## config.mk

```make
export PLATFORM = sky130hd
export DESIGN_NAME = fcr_floppy_cfg
export DESIGN_NICKNAME = d
export VERILOG_FILES = /design/src/fcr_pkg.sv /design/src/fcr_floppy_cfg.sv /design/src/fcr_reg_store.sv
export VERILOG_INCLUDE_DIRS = /design/src
export SDC_FILE = /design/constraint.sdc
export NUM_CORES = 1
export LEC_CHECK = 0
export BUFFER_PORTS_ARGS = -buffer_cell sky130_fd_sc_hd__buf_4
export CORE_ASPECT_RATIO = 1.2
export CORE_MARGIN = 3
export CORE_UTILIZATION = 40
export DETAILED_ROUTE_END_ITERATION = 7
export MAX_ROUTING_LAYER = met4
export PLACE_DENSITY = 0.63
export SLEW_MARGIN = 10
export SYNTH_ARGS = -nofsm -noshare
export SYNTH_HDL_FRONTEND = slang
export SYNTH_SLANG_ARGS = --single-unit
```

## constraint.sdc

```tcl
create_clock -name CLK_IN -period 1.9 [get_ports CLK_IN]
set_clock_uncertainty 0.1 [all_clocks]
set_input_delay 0.38 -clock CLK_IN [delete_from_list [all_inputs] [get_ports CLK_IN]]
set_output_delay 0.38 -clock CLK_IN [all_outputs]
set_load 0.03 [all_outputs]
```

## src/fcr_consts.svh

```systemverilog
// Offsets, field positions, reset values and codes of the floppy configuration registers.
`ifndef FCR_CONSTS_SVH
`define FCR_CONSTS_SVH

// ==========================================
// Register indices
`define FCR_IDX_MODE 8'hF0
`define FCR_IDX_OPTION 8'hF1
`define FCR_IDX_TYPE 8'hF2
`define FCR_IDX_ZERO 8'hF3

// ==========================================
// Reset values
`define FCR_RST_MODE 8'h0E
`define FCR_RST_OPTION 8'h00
`define FCR_RST_TYPE 8'hFF
`define FCR_RST_ZERO 8'h00

// ==========================================
// Mode register fields
`define FCR_MODE_ENH_BIT 0
`define FCR_MODE_DMA_BIT 1
`define FCR_MODE_IF_LSB 2
`define FCR_MODE_SWAP_BIT 4
`define FCR_MODE_RSVD_BIT 5
`define FCR_MODE_PP_BIT 6
`define FCR_MODE_TRI_BIT 7

// ==========================================
// Option register fields
`define FCR_OPT_FWP_BIT 0
`define FCR_OPT_DENS_LSB 2

// ==========================================
// Port offsets within the configuration port pair
`define FCR_PORT_INDEX 1'b0
`define FCR_PORT_DATA 1'b1

`endif

```

## src/fcr_pkg.sv

```systemverilog
// Types shared by the floppy configuration register bank.
`default_nettype none
package fcr_pkg;
  // Interface compatibility variants held in the mode register.
  typedef enum logic [1:0] {
    FCR_IF_ALT_B = 2'b00,
    FCR_IF_ALT_A = 2'b01,
    FCR_IF_RSVD = 2'b10,
    FCR_IF_AT = 2'b11
  } fcr_if_mode_t;

  // Density override codes held in the option register.
  typedef enum logic [1:0] {
    FCR_DENS_NORM = 2'b00,
    FCR_DENS_NORM_USER = 2'b01,
    FCR_DENS_ONE = 2'b10,
    FCR_DENS_ZERO = 2'b11
  } fcr_density_t;

  // Phase of the index/data access sequence.
  typedef enum logic {
    FCR_SEQ_NO_INDEX,
    FCR_SEQ_INDEXED
  } fcr_seq_t;
endpackage : fcr_pkg
`default_nettype wire

```

## src/fcr_floppy_cfg.sv

```systemverilog
// Floppy configuration register bank behind the indexed configuration port.
//
// Notes on behaviour
// - Defaults return only on power-on or hard bus reset, never on a soft reset.
// - Mode bit 0 picks normal mode when 0 and enhanced mode 2 when 1.
// - Mode bit 1 picks burst DMA when 0 and non-burst when 1, the default.
// - Mode bits 3:2 pick the interface variant, 11 the default AT one, 10 reserved.
// - Mode bit 4 set exchanges the drive 0 and drive 1 select and motor lines.
// - Mode bit 6 makes the drive outputs open drain when 0 and push-pull when 1.
// - Mode bit 7 set floats the four drive select and motor pins; the density output stays driven.
// - Write protect is either select gated by option bit 0, the input, or the disable bit.
// - Option bits 3:2 leave density normal for 00 and 01, force 1 for 10 and 0 for 11.
// - The type register holds drive A in bits 1:0, drive B in 3:2, spares above.
// - Index F3 reads as zero and ignores writes.
// - The host writes the index to the index port, then uses the data port next to it.
`include "fcr_consts.svh"
`default_nettype none
module fcr_floppy_cfg
  import fcr_pkg::*;
#(
  parameter int DATA_W = 8
) (
  // Clock and reset
  input wire logic CLK_IN,
  input wire logic SYS_RST_IN,
  // Configuration port
  input wire logic CFG_SEL_IN,
  input wire logic CFG_ADDR_IN,
  input wire logic CFG_WR_IN,
  input wire logic CFG_RD_IN,
  input wire logic [DATA_W-1:0] CFG_WDATA_IN,
  output logic [DATA_W-1:0] CFG_RDATA_OUT,
  // Core-side controls
  output logic ENH_MODE_OUT,
  output logic DMA_NON_BURST_OUT,
  output logic [1:0] IF_MODE_OUT,
  output logic [1:0] DRIVE_A_TYPE_OUT,
  output logic [1:0] DRIVE_B_TYPE_OUT,
  // Write protect inputs and result
  input wire logic WRITE_PROTECT_INPUT_IN,
  input wire logic DISABLE_WP_IN,
  output logic CORE_WRITE_PROTECT_OUT,
  // Density
  input wire logic CORE_DENSITY_IN,
  output logic DENSITY_OUT,
  // Drive lines from the core, active low
  input wire logic CORE_DRIVE0_SELECT_LINE_N_IN,
  input wire logic CORE_DRIVE1_SELECT_LINE_N_IN,
  input wire logic CORE_MOTOR0_ON_LINE_N_IN,
  input wire logic CORE_MOTOR1_ON_LINE_N_IN,
  // Drive pins: value, and enable low while driving
  output logic [3:0] DRIVE_PIN_OUT,
  output logic [3:0] DRIVE_PIN_OE_N_OUT
);
  // ==========================================
  // Index/data sequencing
  fcr_seq_t seq_reg, seq_next;
  logic [7:0] index_reg, index_next;
  logic [7:0] rdata_reg, rdata_next;
  logic [DATA_W*3-1:0] all_regs;
  logic [DATA_W-1:0] store_rd;
  logic st_wr;
  logic [1:0] st_addr;
  logic [7:0] mode_r, opt_r, type_r;
  logic rd_pending_reg, rd_pending_next;

  initial begin
    if (DATA_W != 8) begin
      $error("fcr_floppy_cfg serves an eight-bit configuration port only.");
    end
  end

  // Map a register index to its store slot; 3 marks an index with no storage.
  function automatic logic [1:0] slot_of(input logic [7:0] idx);
    case (idx)
      `FCR_IDX_MODE: slot_of = 2'd0;
      `FCR_IDX_OPTION: slot_of = 2'd1;
      `FCR_IDX_TYPE: slot_of = 2'd2;
      default: slot_of = 2'd3;
    endcase
  endfunction : slot_of

  // Index capture, data write steering and read tracking.
  always_comb begin
    seq_next = seq_reg;
    index_next = index_reg;
    st_wr = 1'b0;
    st_addr = slot_of(index_reg);
    rd_pending_next = 1'b0;
    if (CFG_SEL_IN && CFG_WR_IN && CFG_ADDR_IN == `FCR_PORT_INDEX) begin
      index_next = CFG_WDATA_IN;
      seq_next = FCR_SEQ_INDEXED;
    end else if (CFG_SEL_IN && CFG_WR_IN && CFG_ADDR_IN == `FCR_PORT_DATA) begin
      st_wr = (seq_reg == FCR_SEQ_INDEXED) && (slot_of(index_reg) != 2'd3);
    end
    if (CFG_SEL_IN && CFG_RD_IN) begin
      rd_pending_next = 1'b1;
    end
  end

  // Read data: index port returns the index, data port the selected register.
  always_comb begin
    rdata_next = rdata_reg;
    if (rd_pending_reg) begin
      rdata_next = (CFG_ADDR_IN == `FCR_PORT_INDEX) ? index_reg : store_rd;
    end
  end

  // Registering of the sequencing state; configuration reset is the hard reset.
  always_ff @(posedge CLK_IN) begin
    if (SYS_RST_IN) begin
      seq_reg <= FCR_SEQ_NO_INDEX;
      index_reg <= 8'h00;
      rdata_reg <= 8'h00;
      rd_pending_reg <= 1'b0;
    end else begin
      seq_reg <= seq_next;
      index_reg <= index_next;
      rdata_reg <= rdata_next;
      rd_pending_reg <= rd_pending_next;
    end
  end

  assign CFG_RDATA_OUT = rdata_reg;

  // ==========================================
  // Register store
  fcr_reg_store #(
    .WIDTH(DATA_W),
    .DEPTH(3)
  ) u_store (
    .clk_in(CLK_IN),
    .rst_in(SYS_RST_IN),
    .wr_en_in(st_wr),
    .wr_addr_in(st_addr),
    .wr_data_in(CFG_WDATA_IN),
    .rd_addr_in(slot_of(index_next)),
    .rd_data_out(store_rd),
    .all_out(all_regs)
  );

  assign mode_r = all_regs[7:0];
  assign opt_r = all_regs[15:8];
  assign type_r = all_regs[23:16];

  // ==========================================
  // Control decode
  // Mode and type fields go straight to the core.
  assign ENH_MODE_OUT = mode_r[`FCR_MODE_ENH_BIT];
  assign DMA_NON_BURST_OUT = mode_r[`FCR_MODE_DMA_BIT];
  assign IF_MODE_OUT = mode_r[`FCR_MODE_IF_LSB +: 2];
  assign DRIVE_A_TYPE_OUT = type_r[1:0];
  assign DRIVE_B_TYPE_OUT = type_r[3:2];

  // Forced write protect; selects are active low, so a selected drive reads low.
  logic fwp;
  assign fwp = opt_r[`FCR_OPT_FWP_BIT];
  assign CORE_WRITE_PROTECT_OUT = (~CORE_DRIVE0_SELECT_LINE_N_IN & fwp)
    | (~CORE_DRIVE1_SELECT_LINE_N_IN & fwp) | WRITE_PROTECT_INPUT_IN | DISABLE_WP_IN;

  // Density override.
  fcr_density_t dens;
  assign dens = fcr_density_t'(opt_r[`FCR_OPT_DENS_LSB +: 2]);
  always_comb begin
    case (dens)
      FCR_DENS_ONE: DENSITY_OUT = 1'b1;
      FCR_DENS_ZERO: DENSITY_OUT = 1'b0;
      default: DENSITY_OUT = CORE_DENSITY_IN;
    endcase
  end

  // ==========================================
  // Drive pins: select 0, select 1, motor 0, motor 1
  logic swap;
  logic [3:0] line_n;
  assign swap = mode_r[`FCR_MODE_SWAP_BIT];
  assign line_n = swap ? {CORE_MOTOR0_ON_LINE_N_IN, CORE_MOTOR1_ON_LINE_N_IN,
                          CORE_DRIVE0_SELECT_LINE_N_IN, CORE_DRIVE1_SELECT_LINE_N_IN}
                       : {CORE_MOTOR1_ON_LINE_N_IN, CORE_MOTOR0_ON_LINE_N_IN,
                          CORE_DRIVE1_SELECT_LINE_N_IN, CORE_DRIVE0_SELECT_LINE_N_IN};

  // Open drain drives only lows; push-pull drives both levels; tristate drives nothing.
  generate
    for (genvar p = 0; p < 4; p++) begin : g_pin
      assign DRIVE_PIN_OUT[p] = line_n[p];
      assign DRIVE_PIN_OE_N_OUT[p] = mode_r[`FCR_MODE_TRI_BIT] ? 1'b1
        : (mode_r[`FCR_MODE_PP_BIT] ? 1'b0 : line_n[p]);
    end
  endgenerate

  // ==========================================
  // Checks
  a_tri_floats: assert property (@(posedge CLK_IN) disable iff (SYS_RST_IN)
    mode_r[`FCR_MODE_TRI_BIT] |-> DRIVE_PIN_OE_N_OUT == 4'hF)
    else $error("Drive pins driven while tristated.");
  a_pp_drives: assert property (@(posedge CLK_IN) disable iff (SYS_RST_IN)
    (mode_r[7:6] == 2'b01) |-> DRIVE_PIN_OE_N_OUT == 4'h0)
    else $error("Push-pull pins not driven.");
  a_od_high: assert property (@(posedge CLK_IN) disable iff (SYS_RST_IN)
    (mode_r[7:6] == 2'b00) |-> DRIVE_PIN_OE_N_OUT == DRIVE_PIN_OUT)
    else $error("Open drain pin drives high.");
  a_swap_sel: assert property (@(posedge CLK_IN) disable iff (SYS_RST_IN)
    DRIVE_PIN_OUT[0] == (swap ? CORE_DRIVE1_SELECT_LINE_N_IN
                              : CORE_DRIVE0_SELECT_LINE_N_IN))
    else $error("Drive select exchange wrong.");
  a_wp_force: assert property (@(posedge CLK_IN) disable iff (SYS_RST_IN)
    (fwp && !CORE_DRIVE1_SELECT_LINE_N_IN) |-> CORE_WRITE_PROTECT_OUT)
    else $error("Forced write protect missing.");
  a_wp_idle: assert property (@(posedge CLK_IN) disable iff (SYS_RST_IN)
    (!fwp && !WRITE_PROTECT_INPUT_IN && !DISABLE_WP_IN) |-> !CORE_WRITE_PROTECT_OUT)
    else $error("Write protect without cause.");
  a_dens_force: assert property (@(posedge CLK_IN) disable iff (SYS_RST_IN)
    opt_r[3] |-> DENSITY_OUT == ~opt_r[2])
    else $error("Density override wrong.");
  a_mode_write: assert property (@(posedge CLK_IN) disable iff (SYS_RST_IN)
    (st_wr && st_addr == 2'd0) |=> mode_r == $past(CFG_WDATA_IN))
    else $error("Mode register not updated.");
  a_zero_read: assert property (@(posedge CLK_IN) disable iff (SYS_RST_IN)
    (CFG_SEL_IN && CFG_RD_IN && index_reg == `FCR_IDX_ZERO && CFG_ADDR_IN && !CFG_WR_IN)
    ##1 CFG_ADDR_IN |=> CFG_RDATA_OUT == 8'h00)
    else $error("Reserved index read nonzero.");
  a_reset_dflt: assert property (@(posedge CLK_IN)
    $past(SYS_RST_IN) |-> mode_r == `FCR_RST_MODE && type_r == `FCR_RST_TYPE)
    else $error("Defaults not restored.");
  a_dma_bit: assert property (@(posedge CLK_IN) disable iff (SYS_RST_IN)
    DMA_NON_BURST_OUT == mode_r[1] && IF_MODE_OUT == mode_r[3:2])
    else $error("Mode fields not decoded.");

  // ==========================================
  // Further checks on decode, steering and access sequencing
  // The mode output follows bit 0 of the stored mode byte.
  a_enh_bit: assert property (@(posedge CLK_IN) disable iff (SYS_RST_IN)
    ENH_MODE_OUT == mode_r[0])
    else $error("Enhanced mode bit not decoded.");
  // The interface variant follows bits 3:2 of the stored mode byte.
  a_if_bits: assert property (@(posedge CLK_IN) disable iff (SYS_RST_IN)
    IF_MODE_OUT == mode_r[3:2])
    else $error("Interface variant not decoded.");
  // The second select pin takes the other drive when exchanged.
  a_swap_sel1: assert property (@(posedge CLK_IN) disable iff (SYS_RST_IN)
    DRIVE_PIN_OUT[1] == (swap ? CORE_DRIVE0_SELECT_LINE_N_IN
                              : CORE_DRIVE1_SELECT_LINE_N_IN))
    else $error("Second select exchange wrong.");
  // The first motor pin takes the other motor line when exchanged.
  a_swap_mtr0: assert property (@(posedge CLK_IN) disable iff (SYS_RST_IN)
    DRIVE_PIN_OUT[2] == (swap ? CORE_MOTOR1_ON_LINE_N_IN
                              : CORE_MOTOR0_ON_LINE_N_IN))
    else $error("First motor exchange wrong.");
  // The second motor pin takes the other motor line when exchanged.
  a_swap_mtr1: assert property (@(posedge CLK_IN) disable iff (SYS_RST_IN)
    DRIVE_PIN_OUT[3] == (swap ? CORE_MOTOR0_ON_LINE_N_IN
                              : CORE_MOTOR1_ON_LINE_N_IN))
    else $error("Second motor exchange wrong.");
  // Forced protect also applies while drive 0 is selected.
  a_wp_force0: assert property (@(posedge CLK_IN) disable iff (SYS_RST_IN)
    (fwp && !CORE_DRIVE0_SELECT_LINE_N_IN) |-> CORE_WRITE_PROTECT_OUT)
    else $error("Forced write protect on drive 0 missing.");
  // The external protect input always reaches the core.
  a_wp_input: assert property (@(posedge CLK_IN) disable iff (SYS_RST_IN)
    WRITE_PROTECT_INPUT_IN |-> CORE_WRITE_PROTECT_OUT)
    else $error("External write protect lost.");
  // The device disable protect bit always reaches the core.
  a_wp_disable: assert property (@(posedge CLK_IN) disable iff (SYS_RST_IN)
    DISABLE_WP_IN |-> CORE_WRITE_PROTECT_OUT)
    else $error("Disable write protect lost.");
  // Codes 00 and 01 pass the core density level through.
  a_dens_pass: assert property (@(posedge CLK_IN) disable iff (SYS_RST_IN)
    !opt_r[3] |-> DENSITY_OUT == CORE_DENSITY_IN)
    else $error("Density not passed through.");
  // Both drive type fields follow the low nibble of the type byte.
  a_type_fields: assert property (@(posedge CLK_IN) disable iff (SYS_RST_IN)
    {DRIVE_B_TYPE_OUT, DRIVE_A_TYPE_OUT} == type_r[3:0])
    else $error("Drive type fields wrong.");
  // A data write to the type index lands in the type byte.
  a_type_write: assert property (@(posedge CLK_IN) disable iff (SYS_RST_IN)
    (CFG_SEL_IN && CFG_WR_IN && CFG_ADDR_IN && index_reg == `FCR_IDX_TYPE)
    |=> type_r == $past(CFG_WDATA_IN))
    else $error("Type register not updated.");
  // No write strobe ever reaches the store for an index without storage.
  a_zero_nowrite: assert property (@(posedge CLK_IN) disable iff (SYS_RST_IN)
    st_wr |-> st_addr != 2'd3)
    else $error("Write to unstored index.");
  // A write to the index port captures the index.
  a_index_take: assert property (@(posedge CLK_IN) disable iff (SYS_RST_IN)
    (CFG_SEL_IN && CFG_WR_IN && !CFG_ADDR_IN) |=> index_reg == $past(CFG_WDATA_IN))
    else $error("Index not captured.");
  // No data write lands before any index has been written.
  a_seq_first: assert property (@(posedge CLK_IN) disable iff (SYS_RST_IN)
    (seq_reg == FCR_SEQ_NO_INDEX) |-> !st_wr)
    else $error("Data write without index.");
  // A read strobe is remembered for the following cycle.
  a_rd_track: assert property (@(posedge CLK_IN) disable iff (SYS_RST_IN)
    (CFG_SEL_IN && CFG_RD_IN) |=> rd_pending_reg)
    else $error("Read strobe lost.");
  // Read data hold when no read completes.
  a_rdata_hold: assert property (@(posedge CLK_IN) disable iff (SYS_RST_IN)
    !rd_pending_reg |=> $stable(CFG_RDATA_OUT))
    else $error("Read data changed without a read.");
  // A data write to the option index lands in the option byte, spare bits too.
  a_opt_write: assert property (@(posedge CLK_IN) disable iff (SYS_RST_IN)
    (CFG_SEL_IN && CFG_WR_IN && CFG_ADDR_IN && index_reg == `FCR_IDX_OPTION)
    |=> opt_r == $past(CFG_WDATA_IN))
    else $error("Option register not updated.");
  // The option byte returns to its default on the hard reset.
  a_reset_opt: assert property (@(posedge CLK_IN)
    $past(SYS_RST_IN) |-> opt_r == `FCR_RST_OPTION)
    else $error("Option default not restored.");
  // Without a port access the stored mode byte never changes.
  a_idle_keep: assert property (@(posedge CLK_IN) disable iff (SYS_RST_IN)
    !CFG_SEL_IN |=> $stable(mode_r))
    else $error("Mode byte changed without access.");
endmodule : fcr_floppy_cfg
`default_nettype wire

```

## src/fcr_reg_store.sv

```systemverilog
// Small register store holding the writable configuration bytes, with a registered read port.
`include "fcr_consts.svh"
`default_nettype none
module fcr_reg_store #(
  parameter int WIDTH = 8,
  parameter int DEPTH = 3
) (
  // Clock and reset
  input wire logic clk_in,
  input wire logic rst_in,
  // Write port
  input wire logic wr_en_in,
  input wire logic [1:0] wr_addr_in,
  input wire logic [WIDTH-1:0] wr_data_in,
  // Read port
  input wire logic [1:0] rd_addr_in,
  output logic [WIDTH-1:0] rd_data_out,
  // Whole contents for the control decode
  output logic [WIDTH*DEPTH-1:0] all_out
);
  // ==========================================
  // Storage
  logic [WIDTH-1:0] mem_reg [DEPTH];
  logic [WIDTH-1:0] mem_next [DEPTH];
  logic [WIDTH-1:0] rd_reg;
  logic [WIDTH-1:0] rd_next;
  localparam logic [WIDTH-1:0] RST_VAL [3] = '{`FCR_RST_MODE, `FCR_RST_OPTION, `FCR_RST_TYPE};

  initial begin
    if (WIDTH != 8 || DEPTH != 3) begin
      $error("fcr_reg_store serves eight-bit words and three entries only.");
    end
  end

  // Next contents and read data; unmapped read addresses give zero.
  always_comb begin
    for (int i = 0; i < DEPTH; i++) begin
      mem_next[i] = mem_reg[i];
    end
    if (wr_en_in && int'(wr_addr_in) < DEPTH) begin
      mem_next[wr_addr_in] = wr_data_in;
    end
    rd_next = (int'(rd_addr_in) < DEPTH) ? mem_next[rd_addr_in] : '0;
  end

  // Registering; only power-on or hard bus reset restores defaults.
  always_ff @(posedge clk_in) begin
    for (int i = 0; i < DEPTH; i++) begin
      mem_reg[i] <= rst_in ? RST_VAL[i] : mem_next[i];
    end
    rd_reg <= rst_in ? '0 : rd_next;
  end

  assign rd_data_out = rd_reg;

  // Flatten the contents for the control decode.
  generate
    for (genvar g = 0; g < DEPTH; g++) begin : g_flat
      assign all_out[g*WIDTH +: WIDTH] = mem_reg[g];
    end
  endgenerate
endmodule : fcr_reg_store
`default_nettype wire

```

==> run summary, run 1 <==
Ys flop type - dfxtp_1
Maxcap violations - 0
Syn_nets - 268
Ys async rst share - 0%
Buffers on Ports - 46
Rows - 29
RSZ-0062 raised after global routing - true
Slew HR - 63.4%
Core area - 0.00544 mm^2
Static leakage power - 1.29 nW
Flops & latches, synth - 50
Count of different cell masters after synthesis - 39
Max clock buf depth - 2
Number of global-route vias before repair - 1999
Final Max Slew Viols - 0
Drt pass-1 iters - 4
Dpl ws - -49.8 ps
Placed insts - 363
R2r startpoint - index_reg[2]
Largest net degree at the start of global routing - 18
Crit Path Category - flip-flop to flip-flop
Sequential-to-total area share from yosys stat - 43.1%
Syn Inst Count - 247
Die area - 0.00676 mm^2
Synthesized area - 0.00232 mm^2
GPL Wtd Cong - 0.868
Root buf cell - clkbuf_8
Worst Path Arrival - 1980 ps
Chip width - 75.6 um
Boundary Pins - 47
Most frequent cell after synthesis - dfxtp_1
DR iter-0 viols - 86
Tmin final - 1900 ps
Commonest cells in the synthesized netlist - dfxtp_1, nor2_1, mux2i_1
Wire per inst - 17.2 um
First-pass GRT wire length - 10.2 mm
Crit path from - index_reg[2]
Clock slew seen by the registers of the worst setup and hold paths - 90 ps
Synth Warn # - 0
FF+latch area - 0.00101 mm^2
Final setup viols - 2
Area Growth Syn to Fin - 31.3%
Clk sinks - 50
Via count - 2144
Worst setup SP type - flip-flop
Worst Tran Pin Value - 549 ps
ANT nets after route - 0
DRC Markers - 0
Setup WS post-layout - -4.52 ps
Layout net count - 334
Average via count per standard cell - 5.70
Diode count - 0
Synth area leader - dfxtp_1
Final hold slack - 207 ps
Area contributors post-synth - dfxtp_1, mux2i_1, o221ai_1
Remaining Overflow, GRT - 0
Critical Path RT - 1980 ps
Failing checks - negative setup slack
Finished Layout Cells - 376
Number of synthesized flops with an enable pin - 0
Starting Density - 42.7%
Synth top area share - 43.1%
CTS tree - yes
Number of flip-flops in the largest register - 24
PwrDens - 640 mW/mm^2
Hold-fix buffers at CTS - 0
Status - complete, but fails checks
Mean area per synthesized cell - 9.41 um^2
H-tree depth - 2
Initial antenna violation count - 0
HP Class - primary input to flip-flop
Layout cells sized above 1 - 36.0%
Drt total wl - 6.47 mm
CP Max Fanout - 7
Worst-Skew Late Latency - 300 ps
Number of fill cells - 509
Total GRT Usage - 20.5%
Multi-input combinational cell area - 0.00122 mm^2
Maximum vdd drop - 0.000392 V
Max Clk Rate - 0.525 GHz
Final HPWL DP - 4.63 mm
HP Start - CFG_RD_IN
Final Hold Vio Count - 0
CTS Buf Count - 5
Fin crit share - 100%
Worst Setup End Kind - flip-flop
Die Height - 89.5 um
-- repair_timing --
action                     in CTS  in global routing
cloned                          1                  0
buffers inserted                3                  1
gates resized for setup         6                 11
pin swaps                       4                  3
setup endpoints to repair      12                 13
-- worst max-delay path, cell delays in order, from the launching register on --
cell and delay (ps):
dfxtp_2 330, nand4bb_4 300, or4_4 650, mux2i_2 260, o221ai_1 150
-- layer usage --
| metal | routed length, um | track usage, % | vias up |
|---|---|---|---|
| met1 | 2870 | 26.3 | 1009 |
| met5 | 0 | - | - |
| met3 | 321 | 3.71 | 15 |
| li1 | - | - | 1040 |
| met4 | 181 | 7.95 | 0 |
| met2 | 3090 | 31.9 | 80 |
-- worst paths after layout --
kind,endpoint,slack (ps),depth (start not counted)
max reg2reg,u_store.rd_data_out[2],-5,4
min reg2reg,CFG_RDATA_OUT[6],390,2
min,rd_pending_reg,210,2
max,u_store.rd_data_out[2],-5,4
-- per-stage QoR --
| stage | total power, mW | instance area (um^2) | utilization, % | setup TNS [ps] |
|---|---|---|---|---|
| after CTS | 1.96 | 3000 | 55.1 | -67.3 |
| after global routing | 2.02 | 3050 | 56.1 | -624 |
| after detailed placement | 1.33 | 2870 | 52.6 | -110 |
| after global placement | 1.33 | 2870 | 52.6 | -82.0 |
| after floorplan | 1.21 | 2320 | - | 0 |
| final | 1.95 | 3050 | 56.1 | -4.78 |
-- power breakdown --
| group | internal (mW) | switching, mW |
|---|---|---|
| registers | 1.06 | 0.0139 |
| logic | 0.107 | 0.128 |
| clock network | 0.295 | 0.346 |
-- cells by family (layout without fill, tap and decap cells) --
kind of cell           count (synthesis)  after routing  synth area share (%)
AND/OR/NAND/NOR                       81             82                  20.4
AO/OA/AOI/OAI                         52             52                  16.3
flip-flops                            50             50                  43.1
buffers and inverters                 34            100                  7.05
multiplexers                          30             30                  13.2
-- layout make-up --
class,count,share of cell area [%]
tap,62,2.54
multi-input combinational,164,39.9
clock buffer,7,2.83
inverter,12,1.48
clock inverter,1,0.164
sequential,50,33.0
timing repair buffer,80,20.1
-- placed cells by master, fill, tap and decap left out, types with 2 or more instances in the layout --
| cell type | n |
|---|---|
| mux2_2 | 5 |
| buf_4 | 79 |
| dfxtp_2 | 4 |
| clkbuf_8 | 6 |
| mux2i_1 | 16 |
| nor4b_1 | 2 |
| inv_1 | 12 |
| and4_1 | 8 |
| nor2_1 | 26 |
| or4_4 | 2 |
| a21o_1 | 4 |
| a31oi_1 | 7 |
| o21ai_0 | 4 |
| a211oi_1 | 9 |
| nand2_1 | 21 |
| o221ai_1 | 13 |
| or3_1 | 7 |
| nand3b_1 | 2 |
| nor4_1 | 2 |
| mux2i_2 | 9 |
| a21oi_1 | 8 |
| dfxtp_1 | 46 |
Power figures use the tool's default switching activity.
==> inputs of run 2 (changes only) <==
ABC_AREA = 1   (was default)
PLACE_DENSITY = 0.62   (was 0.63)
==> run 2 against run 1 <==
The flow now finishes without violations; count of clock-buffer cells in the layout shrank 2; wire length grew 6.7%; sequential power is essentially flat; cell area grew 5.1%; combinational power grew 28%; die area grew 11%; clock power grew 24%; highest routed layer unchanged; maximum frequency grew 6.7%; hold slack lost 31 ps; critical path depth grew 2; register-to-register slack gained 120 ps; setup slack gained 120 ps; largest cell class unchanged.
==> run summary, run 2 <==
Status - completed
Root buf cell - clkbuf_8
Remaining Overflow, GRT - 0 (unchanged)
Maximum vdd drop - 0.000378 V (-3.5%)
Critical Path RT - 2010 ps (+30 ps)
Worst-Skew Late Latency - 310 ps (about the same)
HP Start - CFG_RD_IN
Number of fill cells - 628 (+23%)
R2r startpoint - index_reg[6]
Worst setup SP type - flip-flop
Die area - 0.00752 mm^2 (+11%)
Most common cell after layout, fill and taps aside - nand2_1
Fin crit share - 94.0% (-6.3 points)
Max clock buf depth - 2 (unchanged)
Sequential power share - 49.7% (-5.5 points)
Number of global-route vias before repair - 2306 (+15%)
Ys async rst share - 0% (unchanged)
Worst Path Arrival - 1900 ps (-80 ps)
Core area - 0.00617 mm^2 (+13%)
Clock power frac - 36.6% (+3.8 points)
Internal power - 1.58 mW (+7.9%)
Average via count per standard cell - 4.82 (-15%)
Synthesized area - 0.00261 mm^2 (+12%)
Chip width - 79.7 um (+5.4%)
Syn_nets - 390 (+46%)
Crit Path Category - flip-flop to flip-flop
Rows - 31 (+6.9%)
Synth Warn # - 0 (unchanged)
Clk sinks - 50 (unchanged)
Area Growth Syn to Fin - 23.1%
First-pass GRT wire length - 11.2 mm (+9.8%)
Crit path from - index_reg[6]
Syn Inst Count - 369 (+49%)
Starting Density - 42.3% (-0.43 points)
Die Height - 94.4 um (+5.5%)
HP Class - primary input to flip-flop
Most frequent cell after synthesis - nand2_1
Final TNS setup - 0 ps (+4.78 ps)
Final Instance Area - 0.00321 mm^2 (+5.1%)
Multi-input combinational cell area - 0.00134 mm^2 (+10%)
PwrDens - 679 mW/mm^2 (+6.1%)
FF+latch area - 0.00100 mm^2 (-0.37%)
Flops & latches, synth - 50 (unchanged)
Final setup viols - 0 (-2)
Clock slew seen by the registers of the worst setup and hold paths - 100 ps (about the same)
Setup Buffers After CTS - 0 (-3)
Max Clk Rate - 0.560 GHz (+6.7%)
Final Max Slew Viols - 0 (unchanged)
Wire per inst - 13.7 um (-20%)
Number of synthesized flops with an enable pin - 0 (unchanged)
Area contributors post-synth - dfxtp_1, nand2_1, inv_1
Synth area leader - dfxtp_1
Total GRT Usage - 19.8% (-0.72 points)
Dpl ws - 4.80 ps (+54.6 ps)
ANT nets after route - 0 (unchanged)
Count of different cell masters after synthesis - 30 (-23%)
Largest net degree at the start of global routing - 32 (+14)
Switching power summed over all nets - 598 uW (+23%)
Drt pass-1 iters - 4 (unchanged)
Commonest cells in the synthesized netlist - nand2_1, dfxtp_1, inv_1
Mean area per synthesized cell - 7.06 um^2 (-25%)
Synth top area share - 38.4% (-4.7 points)
CP Buf/Inv Count - 0 (unchanged)
Final Hold Vio Count - 0 (unchanged)
Maxcap violations - 0 (unchanged)
Sequential-to-total area share from yosys stat - 38.4% (-4.7 points)
Setup WS post-layout - 114 ps (+119 ps)
Switching Share - 27.4% (+2.5 points)
Drt total wl - 6.90 mm (+6.7%)
CP Max Fanout - 15 (+8)
Via count - 2426 (+13%)
Crit path cell chain - nand2_1 > nor3_2 > nand3_4 > nand2_1 > o21ai_0 > or2_2
Slowest CP cell - dfxtp_1
DRC Markers - 0 (unchanged)
Buffers on Ports - 46 (unchanged)
Most used cell, CP - nand2_1
CTS tree - yes
Max incr delay on CP - 440 ps (-210 ps)
GPL Wtd Cong - 0.856 (-1.4%)
Layout net count - 441 (+32%)
CTS Buf Count - 5 (unchanged)
Layout cells sized above 1 - 25.9% (-10 points)
Final HPWL DP - 5.18 mm (+12%)
Combinational fraction of design power - 13.8% (+1.8 points)
Static leakage power - 1.51 nW (+17%)
Top delay family on crit path - simple AND/OR/NAND/NOR gates
Placed cell area - 0.00308 mm^2 (+7.5%)
Tmin final - 1790 ps (-119 ps)
Boundary Pins - 47 (unchanged)
H-tree depth - 2 (unchanged)
Commonest non-fill, non-tap cells in the layout - nand2_1, buf_4, dfxtp_1
Ys flop type - dfxtp_1
Slew HR - 64.2% (+0.83 points)
Initial antenna violation count - 0 (unchanged)
Worst Setup End Kind - flip-flop
Worst Tran Pin Value - 536 ps (-13.2 ps)
Number of flip-flops in the largest register - 24 (unchanged)
Diode count - 0 (unchanged)
DR iter-0 viols - 199 (+130%)
[run 2: changes by cell type in the layout (fill, tap and decap cells not counted), sizes merged, moves of 16 or more]
cell    delta
buf       -19
nand2    +116
mux2i     -25
o211ai    +16
inv       +31
[run 2: final timing paths]
check / to / slack (ps) / depth (start not counted)
max: u_store.mem_reg[0][17] / 110 / 6
min: rd_pending_reg / 180 / 3
max reg2reg: u_store.mem_reg[0][17] / 110 / 6
min reg2reg: CFG_RDATA_OUT[3] / 390 / 2
[run 2: timing repair]
action / in CTS / in global routing
hold buffers: 0 / 0
hold endpoints to repair: 0 / 0
gates resized for setup: 0 / 6
setup endpoints to repair: 0 / 15
[run 2: cell families (layout without fill, tap and decap cells)]
group	count (synthesis)	count (layout)	share of synthesized area, %
AO/OA/AOI/OAI	49	49	12.3
AND/OR/NAND/NOR	211	211	38.8
buffers and inverters	59	111	10.5
flip-flops	50	50	38.4
[run 2: per-stage QoR]
stage                     utilization, %  std cells  power, mW  hold WS [ps]
after global routing                52.0        503       2.26           201
after floorplan                        -        369       1.28           349
after detailed placement            49.9        495       1.41           369
final                               52.0        503       2.18           176
after CTS                           51.8        503       2.20           175
after global placement              49.9        495       1.40           369
[run 2: worst register-to-register path, cell delays in order (launching register included)]
cell	delay, ps
dfxtp_1	440
nand2_1	90
nor3_2	310
nand3_4	240
nand2_1	120
o21ai_0	110
or2_2	280
[run 2: cell type report]
cell class	instances	share of cell area [%]
clock buffers	5	2.15
clock inverters	3	1.52
inverters	42	4.99
multi-input cells	260	41.8
flip-flops and latches	50	31.2
well taps	82	3.20
repair buffers	61	15.1
[run 2: per-layer routing]
layer / global-route usage [%] / vias up / part of all wire, %
li1: - / 1265 / -
met1: 23.9 / 1067 / 43
met2: 32.4 / 77 / 49
met3: 2.48 / 17 / 5.1
met4: 10.2 / 0 / 3.1
met5: - / - / 0
[run 2: power by group through the flow]
| stage | logic (mW) | registers (mW) | clock network [mW] |
|---|---|---|---|
| after floorplan | 0.165 | 1.12 | 0 |
| after global placement | 0.298 | 1.11 | 0 |
| after detailed placement | 0.300 | 1.11 | 0 |
| after CTS | 0.301 | 1.08 | 0.815 |
| after global routing | 0.330 | 1.09 | 0.846 |
| final | 0.300 | 1.08 | 0.797 |
==> inputs of run 3 (changes only) <==
REMOVE_ABC_BUFFERS = 1   (was default)
==> run 3 against run 2 <==
Setup slack better by 19 ps; sequential power hardly changed; highest routed layer unchanged; total power is 5.4% lower; sequential cell count stayed put; first-iteration DRC count is 35% lower.
==> run summary, run 3 (synthesis results as in run 2) <==
H-tree depth - 2 (unchanged)
Maximum vdd drop - 0.000330 V (-13%)
Number of global-route vias before repair - 2357 (+2.2%)
Chip width - 79.7 um (unchanged)
Layout net count - 443 (+0.45%)
First-pass GRT wire length - 11.2 mm (about the same)
Worst-Skew Late Latency - 310 ps (about the same)
Final Max Slew Viols - 0 (unchanged)
Core area - 0.00617 mm^2 (unchanged)
Die area - 0.00752 mm^2 (unchanged)
Drt pass-1 iters - 5 (+1)
Internal power - 1.46 mW (-7.8%)
HP Class - primary input to flip-flop
Most common cell after layout, fill and taps aside - nand2_1
FF+latch area - 0.00100 mm^2 (unchanged)
Slew HR - 64.6% (+0.42 points)
ANT nets after route - 0 (unchanged)
Dpl ws - -80.3 ps (-85.1 ps)
Final TNS setup - 0 ps (unchanged)
Boundary Pins - 47 (unchanged)
Status - completed
Final Hold Vio Count - 0 (unchanged)
Switching Share - 29.3% (+1.9 points)
PwrDens - 645 mW/mm^2 (-5.0%)
Worst Tran Pin Value - 530 ps (-6.24 ps)
Clk sinks - 50 (unchanged)
CP Max Fanout - 9 (-6)
Worst setup SP type - flip-flop
Hold-fix buffers at CTS - 0 (unchanged)
Crit Path Category - flip-flop to flip-flop
Largest net degree at the start of global routing - 31 (-3.1%)
GPL Wtd Cong - 0.908 (+6.0%)
Static leakage power - 1.51 nW (+0.34%)
Die Height - 94.4 um (unchanged)
Placed cell area - 0.00308 mm^2 (about the same)
DR iter-0 viols - 130 (-35%)
Average via count per standard cell - 4.90 (+1.7%)
Multi-input combinational cell area - 0.00135 mm^2 (+0.37%)
Combinational fraction of design power - 14.8% (+1.0 points)
Number of fill cells - 616 (-1.9%)
Commonest non-fill, non-tap cells in the layout - nand2_1, buf_4, dfxtp_1
Total GRT Usage - 19.8% (-0.028 points)
Max Clk Rate - 0.566 GHz (+1.1%)
Diode count - 0 (unchanged)
Root buf cell - clkbuf_8
Rows - 31 (unchanged)
Wire per inst - 13.5 um (-1.2%)
Worst Path Arrival - 1870 ps (-30 ps)
Area Growth Syn to Fin - 22.6%
Clock slew seen by the registers of the worst setup and hold paths - 110 ps (about the same)
Critical Path RT - 2000 ps (about the same)
PostCTS Resize Cnt - 0 (unchanged)
Initial antenna violation count - 0 (unchanged)
Setup WS post-layout - 133 ps (+18.7 ps)
Remaining Overflow, GRT - 0 (unchanged)
CTS tree - yes
Final HPWL DP - 5.26 mm (+1.7%)
Core Util, Final - 51.8% (-0.20 points)
Number of flip-flops in the largest register - 24 (unchanged)
Starting Density - 42.3% (unchanged)
Final setup viols - 0 (unchanged)
Buffers on Ports - 46 (unchanged)
Setup Buffers After CTS - 0 (unchanged)
Max clock buf depth - 2 (unchanged)
CTS Buf Count - 5 (unchanged)
Tmin final - 1770 ps (-18.7 ps)
Maxcap violations - 0 (unchanged)
Fin crit share - 93.0% (-0.99 points)
Sequential power share - 52.4% (+2.7 points)
Drt total wl - 6.84 mm (-0.78%)
Clock power frac - 32.8% (-3.8 points)
Switching power summed over all nets - 604 uW (+1.1%)
Worst Setup End Kind - flip-flop
Via count - 2476 (+2.1%)
DRC Markers - 0 (unchanged)
Final Instance Area - 0.00320 mm^2 (-0.39%)
Layout cells sized above 1 - 26.7% (+0.82 points)
==> run 3: cell count changes in the layout (fill, tap and decap cells not counted), sizes merged <==
cell,change
clkinvlp,-1
buf,+2
inv,+1
clkinv,+1
bufinv,-1
==> run 3: layer usage <==
layer  global-route usage, %  up-vias  wire, um
li1                        -     1267         -
met1                    23.2     1133      2900
met2                    33.3       62      3440
met3                    3.34       14       317
met4                    8.45        0       184
met5                       -        -         0
==> run 3: worst paths after layout <==
path	startpoint	endpoint	slack (ps)	depth (start not counted)
worst min register to register	CFG_RDATA_OUT[5]	CFG_RDATA_OUT[5]	400	2
worst max-delay path	index_reg[3]	u_store.rd_data_out[3]	130	11
worst min-delay path	CFG_RD_IN	rd_pending_reg	180	3
worst max register to register	index_reg[3]	u_store.rd_data_out[3]	130	11
==> run 3: stage by stage <==
| stage | total power [mW] | hold slack (ps) | instances |
|---|---|---|---|
| 3_5_place_dp | 1.41 | 375 | 497 |
| 4_1_cts | 2.08 | 169 | 505 |
| 3_3_place_gp | 1.41 | 364 | 497 |
| 2_1_floorplan | 1.26 | 352 | 352 |
| 6_report | 2.06 | 176 | 505 |
| 5_1_grt | 2.16 | 189 | 505 |
==> run 3: layout make-up <==
type / count / share of cell area, %
timing repair buffer: 63 / 15.2
clock inverter: 3 / 0.901
inverter: 42 / 5.01
sequential: 50 / 31.4
multi-input combinational: 260 / 42.2
tap: 82 / 3.21
clock buffer: 5 / 2.15
==> run 3: power by group through the flow <==
stage	Clock (mW)	Combinational [mW]	Sequential [mW]
6_report	0.676	0.305	1.08
5_1_grt	0.742	0.332	1.09
4_1_cts	0.697	0.305	1.08
3_5_place_dp	0	0.303	1.11
3_3_place_gp	0	0.302	1.11
2_1_floorplan	0	0.143	1.12
==> run 3: critical path, cell delays in order, from the launching register on <==
cell	delay, ps
dfxtp_1	340
nor2_1	140
nand2_2	100
buf_4	150
inv_1	80
nand3_4	130
nor2_4	200
nand2_1	70
nand2_1	100
nand2_1	70
nand3_1	90
a21oi_1	80
